--- src/pkg/sfq_pkg.sv ---
// sfq_pkg: constants, states and carriers for the serial flash command sequencer
// assumes a single system clock that oversamples the serial link clock
// Notes on behaviour
// - dual read address arrives two bits per clock
// - address on rising edge, data on falling
// - read address increments per byte, wraps zero
// - quad read uses four lines, six dummies
// - enhanced mode byte, four dummies, opcode skipped
// - toggling mode byte keeps mode, else leave
// - quad read rejected while write cycle busy
// - program and erase need write enable latch
// - program data wraps inside the page
// - over 256 bytes keeps the final ones
// - short program touches only sent addresses
// - program needs chip select on byte boundary
// - program self-timed, busy flag, latch cleared
// - protected page program is not executed
// - sector erase sets addressed sector to ones
// - block erase sets addressed block to ones
// - erase needs select rise after address
// - chip select held low whole command
// - erase self-timed, busy flag, status readable
// - protected region erase is not executed
// - any read rejected while cycle busy
package sfq_pkg;
  localparam int CLK_MHZ = 125;
  localparam int ADDR_W = 24;
  localparam logic [7:0] OP_WRITE_ENABLE_COMMAND = 8'h06;
  localparam logic [7:0] OP_DUAL_IO = 8'hBB;
  localparam logic [7:0] OP_QUAD_IO = 8'hEB;
  localparam logic [7:0] OP_PROG = 8'h02;
  localparam logic [7:0] OP_SECT = 8'h20;
  localparam logic [7:0] OP_BLK = 8'hD8;
  localparam logic [5:0] DUAL_ADDR_CLKS = 6'h0C;
  localparam logic [5:0] DUAL_WAIT_CLKS = 6'h04;
  localparam logic [5:0] QUAD_ADDR_CLKS = 6'h06;
  localparam logic [5:0] QUAD_DUMMY_CLKS = 6'h06;
  localparam logic [5:0] QUAD_MODE_CLKS = 6'h02;
  localparam logic [5:0] QUAD_ENH_DUMMY_CLKS = 6'h04;
  localparam logic [5:0] SER_ADDR_CLKS = 6'h18;
  localparam int PAGE_BYTES = 256;
  localparam int T_PROG_US = 1300;
  localparam int T_SECT_US = 60000;
  localparam int T_BLK_US = 300000;
  localparam int PROG_CYC = T_PROG_US * CLK_MHZ;
  localparam int SECT_CYC = T_SECT_US * CLK_MHZ;
  localparam int BLK_CYC = T_BLK_US * CLK_MHZ;
  localparam logic [1:0] SYNC_RST = 2'h0;

  typedef enum logic [8:0] {
    SFQ_OPCODE = 9'h001,
    SFQ_ADDR = 9'h002,
    SFQ_MODE = 9'h004,
    SFQ_DUMMY = 9'h008,
    SFQ_DATA = 9'h010,
    SFQ_PDATA = 9'h020,
    SFQ_EADDR = 9'h040,
    SFQ_IGNORE = 9'h080,
    SFQ_IDLE = 9'h100
  } sfq_state_e;

  typedef enum logic [2:0] {
    SFQ_OP_NONE = 3'h1,
    SFQ_OP_PROG = 3'h2,
    SFQ_OP_ERASE = 3'h4
  } sfq_job_e;

  typedef struct packed {
    logic [3:0] o;
    logic [3:0] oe;
  } sfq_dq_s;

  typedef struct packed {
    logic req;
    logic is_block;
    logic [ADDR_W-1:0] addr;
  } sfq_erase_s;

  function automatic logic mode_toggles(input logic [7:0] m);
    return m[7:4] == ~m[3:0];
  endfunction : mode_toggles
endpackage : sfq_pkg

--- src/hw/sfq_sequencer.sv ---
// sfq_sequencer: serial flash command decode, dual/quad reads, program and erase
// assumes pins are asynchronous to clk_sys; link clock slower than clk_sys/4
`timescale 1ns/10ps
module sfq_sequencer
  import sfq_pkg::*;
#(
  parameter int PROG_CYCLES = PROG_CYC,
  parameter int SECT_CYCLES = SECT_CYC,
  parameter int BLK_CYCLES = BLK_CYC
) (
  input wire logic clk_sys,
  input wire logic reset_n,
  input wire logic cs_n_pin,
  input wire logic sclk_pin,
  input wire logic [3:0] dq_i,
  output logic [3:0] dq_o,
  output logic [3:0] dq_oe,
  input wire logic [3:0] block_protect_bits,
  input wire logic [ADDR_W-1:0] prot_lo,
  input wire logic [ADDR_W-1:0] prot_hi,
  output logic write_in_progress_flag,
  output logic write_enable_latch,
  output logic quad_enhanced_mode,
  output logic mem_rd_req,
  output logic [ADDR_W-1:0] mem_rd_addr,
  input wire logic [7:0] mem_rd_data,
  output logic mem_wr_req,
  output logic [ADDR_W-1:0] mem_wr_addr,
  output logic [7:0] mem_wr_data,
  output logic mem_erase_req,
  output logic mem_erase_block,
  output logic [ADDR_W-1:0] mem_erase_addr
);
  logic [1:0] rst_sync_reg;
  logic rst_n;
  logic [1:0] cs_sync_reg, clk_sync_reg;
  logic [3:0] dq_sync1_reg, dq_sync2_reg;
  logic clk_d_reg, cs_d_reg;
  logic rise, fall, cs_rise, cs_low;
  sfq_state_e st_reg;
  logic [7:0] op_reg, sh_reg, mode_reg;
  logic [5:0] cnt_reg;
  logic [2:0] bitc_reg;
  logic [1:0] lanes_reg;
  logic [ADDR_W-1:0] addr_reg;
  logic [7:0] out_reg;
  logic [7:0] page_mem [0:PAGE_BYTES-1];
  logic [PAGE_BYTES-1:0] page_vld_reg;
  logic [7:0] wr_idx_reg;
  logic prog_ok_reg, erase_ok_reg;
  sfq_job_e job_reg;
  logic [31:0] tmr_reg;
  logic [8:0] flush_reg;
  sfq_dq_s dq_reg;
  sfq_erase_s er_reg;
  logic enh_reg, enh_keep_reg;
  logic [ADDR_W-1:0] cmd_addr_reg;

  function automatic logic in_prot(input logic [ADDR_W-1:0] a, input logic [3:0] bp,
                                   input logic [ADDR_W-1:0] lo, input logic [ADDR_W-1:0] hi);
    return (bp != 4'h0) && (a >= lo) && (a <= hi);
  endfunction : in_prot

  // last address clock for the active lane width
  function automatic logic addr_done(input logic [1:0] ln, input logic [5:0] c);
    return (ln == 2'h1 && c == DUAL_ADDR_CLKS - 6'h01) ||
           (ln == 2'h2 && c == QUAD_ADDR_CLKS - 6'h01) ||
           (ln == 2'h0 && c == SER_ADDR_CLKS - 6'h01);
  endfunction : addr_done

  always_ff @(posedge clk_sys or negedge reset_n) begin
    if (!reset_n) rst_sync_reg <= SYNC_RST;
    else rst_sync_reg <= {rst_sync_reg[0], 1'b1};
  end
  assign rst_n = rst_sync_reg[1];

  always_ff @(posedge clk_sys or negedge rst_n) begin
    if (!rst_n) begin
      cs_sync_reg <= 2'h3;
      clk_sync_reg <= 2'h0;
      dq_sync1_reg <= 4'h0;
      dq_sync2_reg <= 4'h0;
      clk_d_reg <= 1'b0;
      cs_d_reg <= 1'b1;
    end else begin
      cs_sync_reg <= {cs_sync_reg[0], cs_n_pin};
      clk_sync_reg <= {clk_sync_reg[0], sclk_pin};
      dq_sync1_reg <= dq_i;
      dq_sync2_reg <= dq_sync1_reg;
      clk_d_reg <= clk_sync_reg[1];
      cs_d_reg <= cs_sync_reg[1];
    end
  end
  assign cs_low = !cs_sync_reg[1];
  assign rise = cs_low && clk_sync_reg[1] && !clk_d_reg;
  assign fall = cs_low && !clk_sync_reg[1] && clk_d_reg;
  assign cs_rise = cs_sync_reg[1] && !cs_d_reg;

  // shift in on rising edges, lanes_reg selects 1, 2 or 4 bits per clock
  always_ff @(posedge clk_sys or negedge rst_n) begin
    if (!rst_n) begin
      st_reg <= SFQ_IDLE;
      op_reg <= 8'h00;
      sh_reg <= 8'h00;
      mode_reg <= 8'h00;
      cnt_reg <= 6'h00;
      bitc_reg <= 3'h0;
      lanes_reg <= 2'h0;
      addr_reg <= '0;
      cmd_addr_reg <= '0;
      enh_keep_reg <= 1'b0;
    end else if (cs_rise || !cs_low) begin
      if (!enh_reg) st_reg <= SFQ_OPCODE;
      else st_reg <= write_in_progress_flag ? SFQ_IGNORE : SFQ_ADDR;
      op_reg <= enh_reg ? OP_QUAD_IO : 8'h00;
      lanes_reg <= enh_reg ? 2'h2 : 2'h0;
      cnt_reg <= 6'h00;
      bitc_reg <= 3'h0;
    end else if (rise) begin
      case (st_reg)
        SFQ_OPCODE: begin
          sh_reg <= {sh_reg[6:0], dq_sync2_reg[0]};
          bitc_reg <= bitc_reg + 3'h1;
          if (bitc_reg == 3'h7) begin
            op_reg <= {sh_reg[6:0], dq_sync2_reg[0]};
            cnt_reg <= 6'h00;
            case ({sh_reg[6:0], dq_sync2_reg[0]})
              OP_DUAL_IO: begin
                st_reg <= write_in_progress_flag ? SFQ_IGNORE : SFQ_ADDR;
                lanes_reg <= 2'h1;
              end
              OP_QUAD_IO: begin
                st_reg <= write_in_progress_flag ? SFQ_IGNORE : SFQ_ADDR;
                lanes_reg <= 2'h2;
              end
              OP_PROG, OP_SECT, OP_BLK: begin
                st_reg <= write_in_progress_flag ? SFQ_IGNORE : SFQ_EADDR;
                lanes_reg <= 2'h0;
              end
              default: st_reg <= SFQ_IGNORE;
            endcase
          end
        end
        SFQ_ADDR, SFQ_EADDR: begin
          cnt_reg <= cnt_reg + 6'h01;
          case (lanes_reg)
            2'h1: addr_reg <= {addr_reg[ADDR_W-3:0], dq_sync2_reg[1:0]};
            2'h2: addr_reg <= {addr_reg[ADDR_W-5:0], dq_sync2_reg};
            default: addr_reg <= {addr_reg[ADDR_W-2:0], dq_sync2_reg[0]};
          endcase
          if (addr_done(lanes_reg, cnt_reg)) begin
            cnt_reg <= 6'h00;
            bitc_reg <= 3'h0;
            if (st_reg == SFQ_EADDR) begin
              st_reg <= (op_reg == OP_PROG) ? SFQ_PDATA : SFQ_DATA;
              cmd_addr_reg <= {addr_reg[ADDR_W-2:0], dq_sync2_reg[0]};
            end else if (lanes_reg == 2'h1) st_reg <= SFQ_DUMMY;
            else st_reg <= enh_reg ? SFQ_MODE : SFQ_MODE;
          end
        end
        SFQ_MODE: begin
          // quad: mode byte over two clocks; a toggling mode byte keeps enhanced, dummy length is the same for both
          mode_reg <= {mode_reg[3:0], dq_sync2_reg};
          cnt_reg <= cnt_reg + 6'h01;
          if (cnt_reg == QUAD_MODE_CLKS - 6'h01) begin
            st_reg <= SFQ_DUMMY;
            cnt_reg <= 6'h00;
            enh_keep_reg <= mode_toggles({mode_reg[3:0], dq_sync2_reg});
          end
        end
        SFQ_DUMMY: begin
          cnt_reg <= cnt_reg + 6'h01;
          if ((lanes_reg == 2'h1 && cnt_reg == DUAL_WAIT_CLKS - 6'h01) ||
              (lanes_reg == 2'h2 && cnt_reg == QUAD_ENH_DUMMY_CLKS - 6'h01)) begin
            st_reg <= SFQ_DATA;
            bitc_reg <= 3'h0;
          end
        end
        SFQ_PDATA: begin
          sh_reg <= {sh_reg[6:0], dq_sync2_reg[0]};
          bitc_reg <= bitc_reg + 3'h1;
        end
        SFQ_DATA: begin
          bitc_reg <= bitc_reg + 3'h1; // erase: any clock after address spoils it
        end
        default: st_reg <= st_reg;
      endcase
    end
  end
  // quad plain: 2 mode clocks + 4 dummy clocks = 6 dummy clocks
  // share the same counting with the mode byte ignored unless toggling

  // read data path: fetch byte, shift on falling edges, advance address
  logic rd_active;
  assign rd_active = (st_reg == SFQ_DATA) && (op_reg == OP_DUAL_IO || op_reg == OP_QUAD_IO);
  logic [1:0] slot_reg;
  always_ff @(posedge clk_sys or negedge rst_n) begin
    if (!rst_n) begin
      out_reg <= 8'h00;
      slot_reg <= 2'h0;
      mem_rd_req <= 1'b0;
      mem_rd_addr <= '0;
      dq_reg <= '0;
    end else begin
      mem_rd_req <= 1'b0;
      if (!rd_active) begin
        slot_reg <= 2'h0;
        mem_rd_addr <= addr_reg;
        dq_reg.oe <= 4'h0;
        if (st_reg == SFQ_DUMMY) mem_rd_req <= 1'b1;
      end else if (fall) begin
        if (slot_reg == 2'h0) begin
          out_reg <= mem_rd_data;
          mem_rd_addr <= mem_rd_addr + 24'h000001;
          mem_rd_req <= 1'b1;
        end
        if (lanes_reg == 2'h1) begin
          dq_reg.oe <= 4'h3;
          dq_reg.o <= {2'b00, (slot_reg == 2'h0) ? mem_rd_data[7:6] : out_reg[7-2*slot_reg -: 2]};
          slot_reg <= slot_reg + 2'h1;
        end else begin
          dq_reg.oe <= 4'hF;
          dq_reg.o <= (slot_reg == 2'h0) ? mem_rd_data[7:4] : out_reg[3:0];
          slot_reg <= (slot_reg == 2'h0) ? 2'h1 : 2'h0;
        end
      end
    end
  end
  assign dq_o = dq_reg.o;
  assign dq_oe = dq_reg.oe;

  // enhanced mode state: decided at chip select rise
  always_ff @(posedge clk_sys or negedge rst_n) begin
    if (!rst_n) enh_reg <= 1'b0;
    else if (cs_rise && op_reg == OP_QUAD_IO &&
             (st_reg == SFQ_DATA || st_reg == SFQ_DUMMY)) enh_reg <= enh_keep_reg;
  end
  assign quad_enhanced_mode = enh_reg;

  // program page buffer; index wraps in page, later bytes overwrite earlier
  always_ff @(posedge clk_sys or negedge rst_n) begin
    if (!rst_n) begin
      page_vld_reg <= '0;
      wr_idx_reg <= 8'h00;
    end else if (st_reg == SFQ_EADDR) begin
      page_vld_reg <= '0;
      wr_idx_reg <= {addr_reg[6:0], dq_sync2_reg[0]};
    end else if (rise && st_reg == SFQ_PDATA && bitc_reg == 3'h7) begin
      page_mem[wr_idx_reg] <= {sh_reg[6:0], dq_sync2_reg[0]};
      page_vld_reg[wr_idx_reg] <= 1'b1;
      wr_idx_reg <= wr_idx_reg + 8'h01;
    end
  end

  // frame shape: program ends on a byte boundary, erase ends right after the address
  always_ff @(posedge clk_sys or negedge rst_n) begin
    if (!rst_n) begin
      prog_ok_reg <= 1'b0;
      erase_ok_reg <= 1'b0;
    end else if (!cs_low) begin
      prog_ok_reg <= 1'b0;
      erase_ok_reg <= 1'b0;
    end else if (rise) begin
      prog_ok_reg <= (st_reg == SFQ_PDATA) && (bitc_reg == 3'h7);
      erase_ok_reg <= (st_reg == SFQ_EADDR) && (op_reg == OP_SECT || op_reg == OP_BLK) &&
                      addr_done(lanes_reg, cnt_reg);
    end
  end

  // latch, busy flag, self-timed cycles and memory writeback
  always_ff @(posedge clk_sys or negedge rst_n) begin
    if (!rst_n) begin
      write_enable_latch <= 1'b0;
      write_in_progress_flag <= 1'b0;
      job_reg <= SFQ_OP_NONE;
      tmr_reg <= 32'h0;
      flush_reg <= 9'h000;
      mem_wr_req <= 1'b0;
      mem_wr_addr <= '0;
      mem_wr_data <= 8'h00;
      er_reg <= '0;
    end else begin
      mem_wr_req <= 1'b0;
      er_reg.req <= 1'b0;
      if (cs_rise && !write_in_progress_flag) begin
        if (st_reg == SFQ_IGNORE && op_reg == OP_WRITE_ENABLE_COMMAND && bitc_reg == 3'h0)
          write_enable_latch <= 1'b1;
        if (prog_ok_reg &&
            write_enable_latch && !in_prot(cmd_addr_reg, block_protect_bits, prot_lo, prot_hi)) begin
          job_reg <= SFQ_OP_PROG;
          write_in_progress_flag <= 1'b1;
          tmr_reg <= 32'(PROG_CYCLES);
          flush_reg <= 9'h000;
        end
        if (erase_ok_reg &&
            write_enable_latch && !in_prot(cmd_addr_reg, block_protect_bits, prot_lo, prot_hi)) begin
          job_reg <= SFQ_OP_ERASE;
          write_in_progress_flag <= 1'b1;
          tmr_reg <= (op_reg == OP_BLK) ? 32'(BLK_CYCLES) : 32'(SECT_CYCLES);
          er_reg.req <= 1'b1;
          er_reg.is_block <= (op_reg == OP_BLK);
          er_reg.addr <= cmd_addr_reg;
        end
      end else if (write_in_progress_flag) begin
        if (job_reg == SFQ_OP_PROG && !flush_reg[8]) begin
          mem_wr_req <= page_vld_reg[flush_reg[7:0]];
          mem_wr_addr <= {cmd_addr_reg[ADDR_W-1:8], flush_reg[7:0]};
          mem_wr_data <= page_mem[flush_reg[7:0]];
          flush_reg <= flush_reg + 9'h001;
        end
        if (tmr_reg > 32'h1) tmr_reg <= tmr_reg - 32'h1;
        else begin
          write_in_progress_flag <= 1'b0;
          write_enable_latch <= 1'b0;
          job_reg <= SFQ_OP_NONE;
        end
      end
    end
  end
  assign mem_erase_req = er_reg.req;
  assign mem_erase_block = er_reg.is_block;
  assign mem_erase_addr = er_reg.addr;
endmodule : sfq_sequencer

--- config.mk ---
export PLATFORM = sky130hd
export DESIGN_NAME = sfq_sequencer
export DESIGN_NICKNAME = d
export VERILOG_FILES = /design/src/pkg/sfq_pkg.sv /design/src/hw/sfq_sequencer.sv
export SDC_FILE = /design/constraint.sdc
export NUM_CORES = 2
export LEC_CHECK = 0
export ABC_CLOCK_PERIOD_IN_PS = 28700
export BUFFER_PORTS_ARGS = -buffer_cell sky130_fd_sc_hd__buf_2
export CAP_MARGIN = 10
export CORE_ASPECT_RATIO = 0.75
export CORE_MARGIN = 2
export CORE_UTILIZATION = 50
export DETAILED_ROUTE_END_ITERATION = 12
export PLACE_DENSITY = 0.74
export RECOVER_POWER = 25
export SYNTH_ARGS = -nofsm -noshare
export SYNTH_HDL_FRONTEND = slang
export SYNTH_SLANG_ARGS = --single-unit
--- constraint.sdc ---
create_clock -name clk_sys -period 28.7 [get_ports clk_sys]
set_clock_uncertainty 0.2 [all_clocks]
set_input_delay 4.305 -clock clk_sys [delete_from_list [all_inputs] [get_ports clk_sys]]
set_output_delay 4.305 -clock clk_sys [all_outputs]
set_load 0.005 [all_outputs]
# After elaboration in Yosys (flattened, before gate mapping)

Memory sizes are Yosys's and may differ from the RTL's. A register that Yosys moved wholly into a read port is not among the register bits.
Cells that the tools add are included.
Widths: inputs -> output; s select.

Input bits: 68
Memories: 1
Bits in writable memories: 2,048
Flip-flop bits (word level): 511
Logic and storage cells: 278

Shift operators: 1
Bitwise logic cells: 4
Reduce and logical (&&, ||, !) cells: 84
Multiplexer cells: 97
Add/sub/neg operators: 8
Magnitude comparators: 6
Equal/unequal tests: 39

Memory list:

| name     | words | width | rd ports | clocked after Yosys merged registers in | wr ports | line                | RTL |
|---|---|---|---|---|---|---|---|
| page_mem | 256   | 8     | 1        | 1                                       | 1        | sfq_sequencer.sv:47 | `logic [7:0] page_mem [0:PAGE_BYTES-1];` |

Operators with widths:

| cell                  | count |
|---|---|
| $mux 256              | 2 |
| $or 256x256->256      | 1 |
| $mux 32               | 5 |
| $mux 9                | 10 |
| $mux 8                | 11 |
| $mux 26               | 3 |
| $mux 24               | 3 |
| $eq 8x8->1 const B    | 6 |
| $pmux 24 s2           | 1 |
| $mux 6                | 7 |
| $pmux 9 s4            | 1 |
| $reduce_and 3->1      | 11 |
| $shiftx 9x33->2       | 1 |
| $gt 32x1->1 const B   | 1 |
| $sub 32x1->32 const B | 1 |
| $logic_and 1x1->1     | 30 |
| $mux 3                | 9 |
| $mux 1                | 26 |
| $add 24x1->24 const B | 1 |
| $ge 24x24->1          | 1 |
| $le 24x24->1          | 1 |
| $pmux 6 s4            | 1 |
| $lt 8x9->1 const B    | 2 |
| $mux 2                | 9 |
| 53 further kinds      | 95 |

# Longest topological paths before layout

Word-level depth: 9
Gate-level depth with buffers: 13
Gate-level depth less buffers: 10

# Least setup slack after synthesis

OpenSTA, ideal clock, no wires.

Path kind: flip-flop to flip-flop
From: register rst_sync_reg[1]
To: memory page_mem[86][0], enable pin
Buffers on the path: 3
Arrival: 13.040 ns
Setup slack: 15.089 ns
Cell stages (with the launch flop): 6
Cells stage by stage: dfrtp_1 -> buf_1 -> clkbuf_1 -> nand2_1 -> clkbuf_1 -> nor2_1

Longest elaborated chain between the ends: 2

Ends and longest elaborated chain:

| what                                    | line                 | RTL |
|---|---|---|
| start: declaration                      | sfq_sequencer.sv:34  | `logic [1:0] rst_sync_reg;` |
| start signal: assignment                | sfq_sequencer.sv:73  | `else rst_sync_reg <= {rst_sync_reg[0], 1'b1};` |
| $logic_and 1x1->1 (implied by the code) | sfq_sequencer.sv:249 | `page_mem[wr_idx_reg] <= {sh_reg[6:0], dq_sync2_reg[0]};` |
| $mux 1 (implied by the code)            | sfq_sequencer.sv:249 |  |
| end: declaration                        | sfq_sequencer.sv:47  |  |

No other way between the ends.

# Final worst setup path

From: register sh_reg[2]
To: memory page_mem[75][3], data pin

RTL lines:

| what                     | line                 | RTL |
|---|---|---|
| start: declaration       | sfq_sequencer.sv:41  | `logic [7:0] op_reg, sh_reg, mode_reg;` |
| start signal: assignment | sfq_sequencer.sv:122 | `sh_reg <= {sh_reg[6:0], dq_sync2_reg[0]};` |
| start signal: assignment | sfq_sequencer.sv:180 | `sh_reg <= {sh_reg[6:0], dq_sync2_reg[0]};` |

No word-level cell before the write port.

==> out/metrics.yaml <==
outcome: "finished, violations left"
violations: "capacitance limit, slew limit"
drt-total-wl_um: 264000
p_int_uw: 6910
syn-num-nets: 5792
synth_top_cells_by_count: "2048 x edfxtp_1, 634 x mux4_2, 512 x dfrtp_1"
tritoncts: "yes"
yosysTopAreaCell: "edfxtp_1"
num_vias: 56900
fin_nets: 5933
io_buffers: 162
powerDensity_nw_per_um2: 85.4
drc: 0
p_clk_share_pct: 31.4
grt_max_degree: 262
clock_sinks: 2565
insertion_delay_ns: 0.86
combPwrFrac_pct: 23.1
netlist_instances: 5659
cts_made_buffers: 228
ioPinCount: 163
crit_fanout: 261
cp_cell_sequence: "clkbuf_1"
ys_types: 77
synth_top_area_share_pct: 59.4
max_stage_delay_ns: 8.06
ys_seq_area_share_pct: 71.9
h-tree-depth: 4
synth_area_leaders: "edfxtp_1 59%, mux4_2 14%, dfrtp_1 12%"
whs_ns: 0.146
drt_iter0_drc: 8381
ys_ff_latch: 2565
cts_root_buf: "clkbuf_16"
chipHeight_um: 398
synth_area_per_cell_um2: 18.3
antenna_found_initial: 12
hold_buffers: 0
synth_flop_cell: "edfxtp_1"
cp-start-kind: "register"
drv_slew: 1400
grt_usage_pct: 25.1
switching_share_pct: 29.4
grt_pass1_vias: 55000
yosysWarnings: 0
hpwlAfterDp_um: 159000
setup_viol: 0
finalPower_uw: 9790
synthArstFlopShare_pct: 20.2
tightest_slew_ns: 12.60
ant_nets: 0
start_util_pct: 50.4
dpl_cell_area_um2: 107000
grt-ovfl-total: 0
post_cts_buffers: 0
syn-cell-area_um2: 104000
relSlewSlack_pct: -740
gp_congestion: 0.877
post_cts_resized: 0
wl_per_cell_um: 30.1
drt_first_pass_iters: 8
vdd_drop_max_uv: 112
leakage_uw: 0.0397
area_growth_pct: 10.7
rsz0062_at_grt: "no"
vias_per_cell: 6.48
crit_arrival_ns: 10.31
largest_reg_flops: 2048
fmax_mhz: 85.4
hold_viol: 0
period_needed_ns: 11.71
p_sw_uw: 2880
yosysMostFrequentCell: "edfxtp_1"
max-cap-violations: 15
cpMaxStageDelayCell: "clkbuf_1"
ctsLongestPathBuffers: 3
min_path_type: "reg -> reg"
die-area_um2: 211000
seqPwrFrac_pct: 45.6
fp.dieW_um: 530
synth-edff-count: 2048
worst-path-buf-inv: 1
cp_top_family: "buffers and inverters"
fin_crit_sh_pct: 40.8
fp.coreArea_um2: 206000
cp.required_ns: 27.30
crit_type: "reg -> reg"
final_area_um2: 115000
drive_above_1_share_pct: 22.8
path_clk_slew_ns: 0.06
placementRows: 144
setup_tns_ns: 0
cp-end-kind: "register"
grt_pass1_wl_um: 385000
-- metrics by stage --
| stage | utilization (%) | setup WS (ns) | instances |
|---|---|---|---|
| 3_3_place_gp | 52.2 | 21.32 | 8341 |
| 6_report | 55.8 | 16.99 | 8773 |
| 2_1_floorplan | - | 13.01 | 5659 |
| 5_1_grt | 55.8 | 15.83 | 8770 |
| 3_5_place_dp | 52.2 | 21.35 | 8341 |
| 4_1_cts | 55.8 | 21.74 | 8766 |
-- power by group through the flow --
stage                     combinational [uW]  clock (uW)  sequential [uW]
after global routing                    2360        3230             4470
after global placement                  2210           0             4460
after detailed placement                2240           0             4460
final                                   2260        3070             4460
after CTS                               2250        3090             4380
after floorplan                         1450           0             4510
-- cell type report --
| class | count | area [um^2] |
|---|---|---|
| fillers | 15200 | 90900 |
| flip-flops and latches | 2565 | 74500 |
| multi-input cells | 2646 | 27200 |
| clock buffers | 304 | 6210 |
| well taps | 2774 | 3470 |
| repair buffers | 286 | 1770 |
| clock inverters | 121 | 1220 |
| inverters | 73 | 274 |
| diodes | 4 | 10.0 |
-- logic make-up (layout without fill, tap and decap cells) --
kind of cell	count (synthesis)	in the layout	synth area share, %
AOI/OAI and AO/OA	773	773	5.37
buffers and inverters	448	784	1.97
xor gates and xnor gates	41	41	0.347
and+or+nand+nor	961	961	4.15
adders and majority gates	65	65	0.785
DFF	2565	2565	71.9
other	1	5	0.00362
muxes	805	805	15.5
-- path summary, 6_finish.rpt --
check                                start              end  slack, ns  cells after the start
setup / recovery                 sh_reg[2]  page_mem[75][3]      16.99                      1
hold / removal             dq_sync1_reg[3]  dq_sync2_reg[3]       0.15                      0
setup reg to reg                 sh_reg[2]  page_mem[75][3]      16.99                      1
hold reg to reg            dq_sync1_reg[3]  dq_sync2_reg[3]       0.15                      0
max in group asynchronous  rst_sync_reg[1]     flush_reg[6]      23.02                      3
min in group asynchronous  rst_sync_reg[1]  mem_wr_addr[21]       0.73                      0
-- layout by cell type (no fill, tap or decap), types with 11 or more instances in the layout --
| master | n |
|---|---|
| clkbuf_1 | 69 |
| a22o_1 | 267 |
| or4_1 | 13 |
| or2_2 | 16 |
| clkinv_2 | 35 |
| nand3_1 | 58 |
| clkbuf_8 | 11 |
| o21ai_0 | 170 |
| buf_4 | 110 |
| mux2_2 | 70 |
| buf_2 | 162 |
| nor3_1 | 25 |
| mux2i_1 | 101 |
| o22ai_1 | 32 |
| a22oi_1 | 75 |
| dfrtp_1 | 506 |
| a221oi_1 | 37 |
| or3_1 | 30 |
| nand2b_1 | 12 |
| xor2_1 | 23 |
| and3_1 | 13 |
| edfxtp_1 | 2048 |
| o211ai_1 | 12 |
| clkbuf_16 | 233 |
| nor2_1 | 373 |
| nor4_1 | 19 |
| a21o_1 | 15 |
| nand2_1 | 310 |
| mux4_2 | 634 |
| ha_1 | 65 |
| nand4_1 | 24 |
| xnor2_1 | 18 |
| inv_1 | 71 |
| clkinv_1 | 41 |
| a21oi_1 | 84 |
| bufinv_16 | 19 |
-- layer usage --
layer  global-route usage [%]  part of all wire (%)  vias to the layer above
li1                         -                     -                    23100
met1                     37.8                    40                    29700
met2                     35.6                    44                     3541
met3                     7.34                    12                      520
met4                     7.43                   3.3                       14
met5                        0                 0.037                        -
No activity file was read; power rests on OpenSTA's default activity.
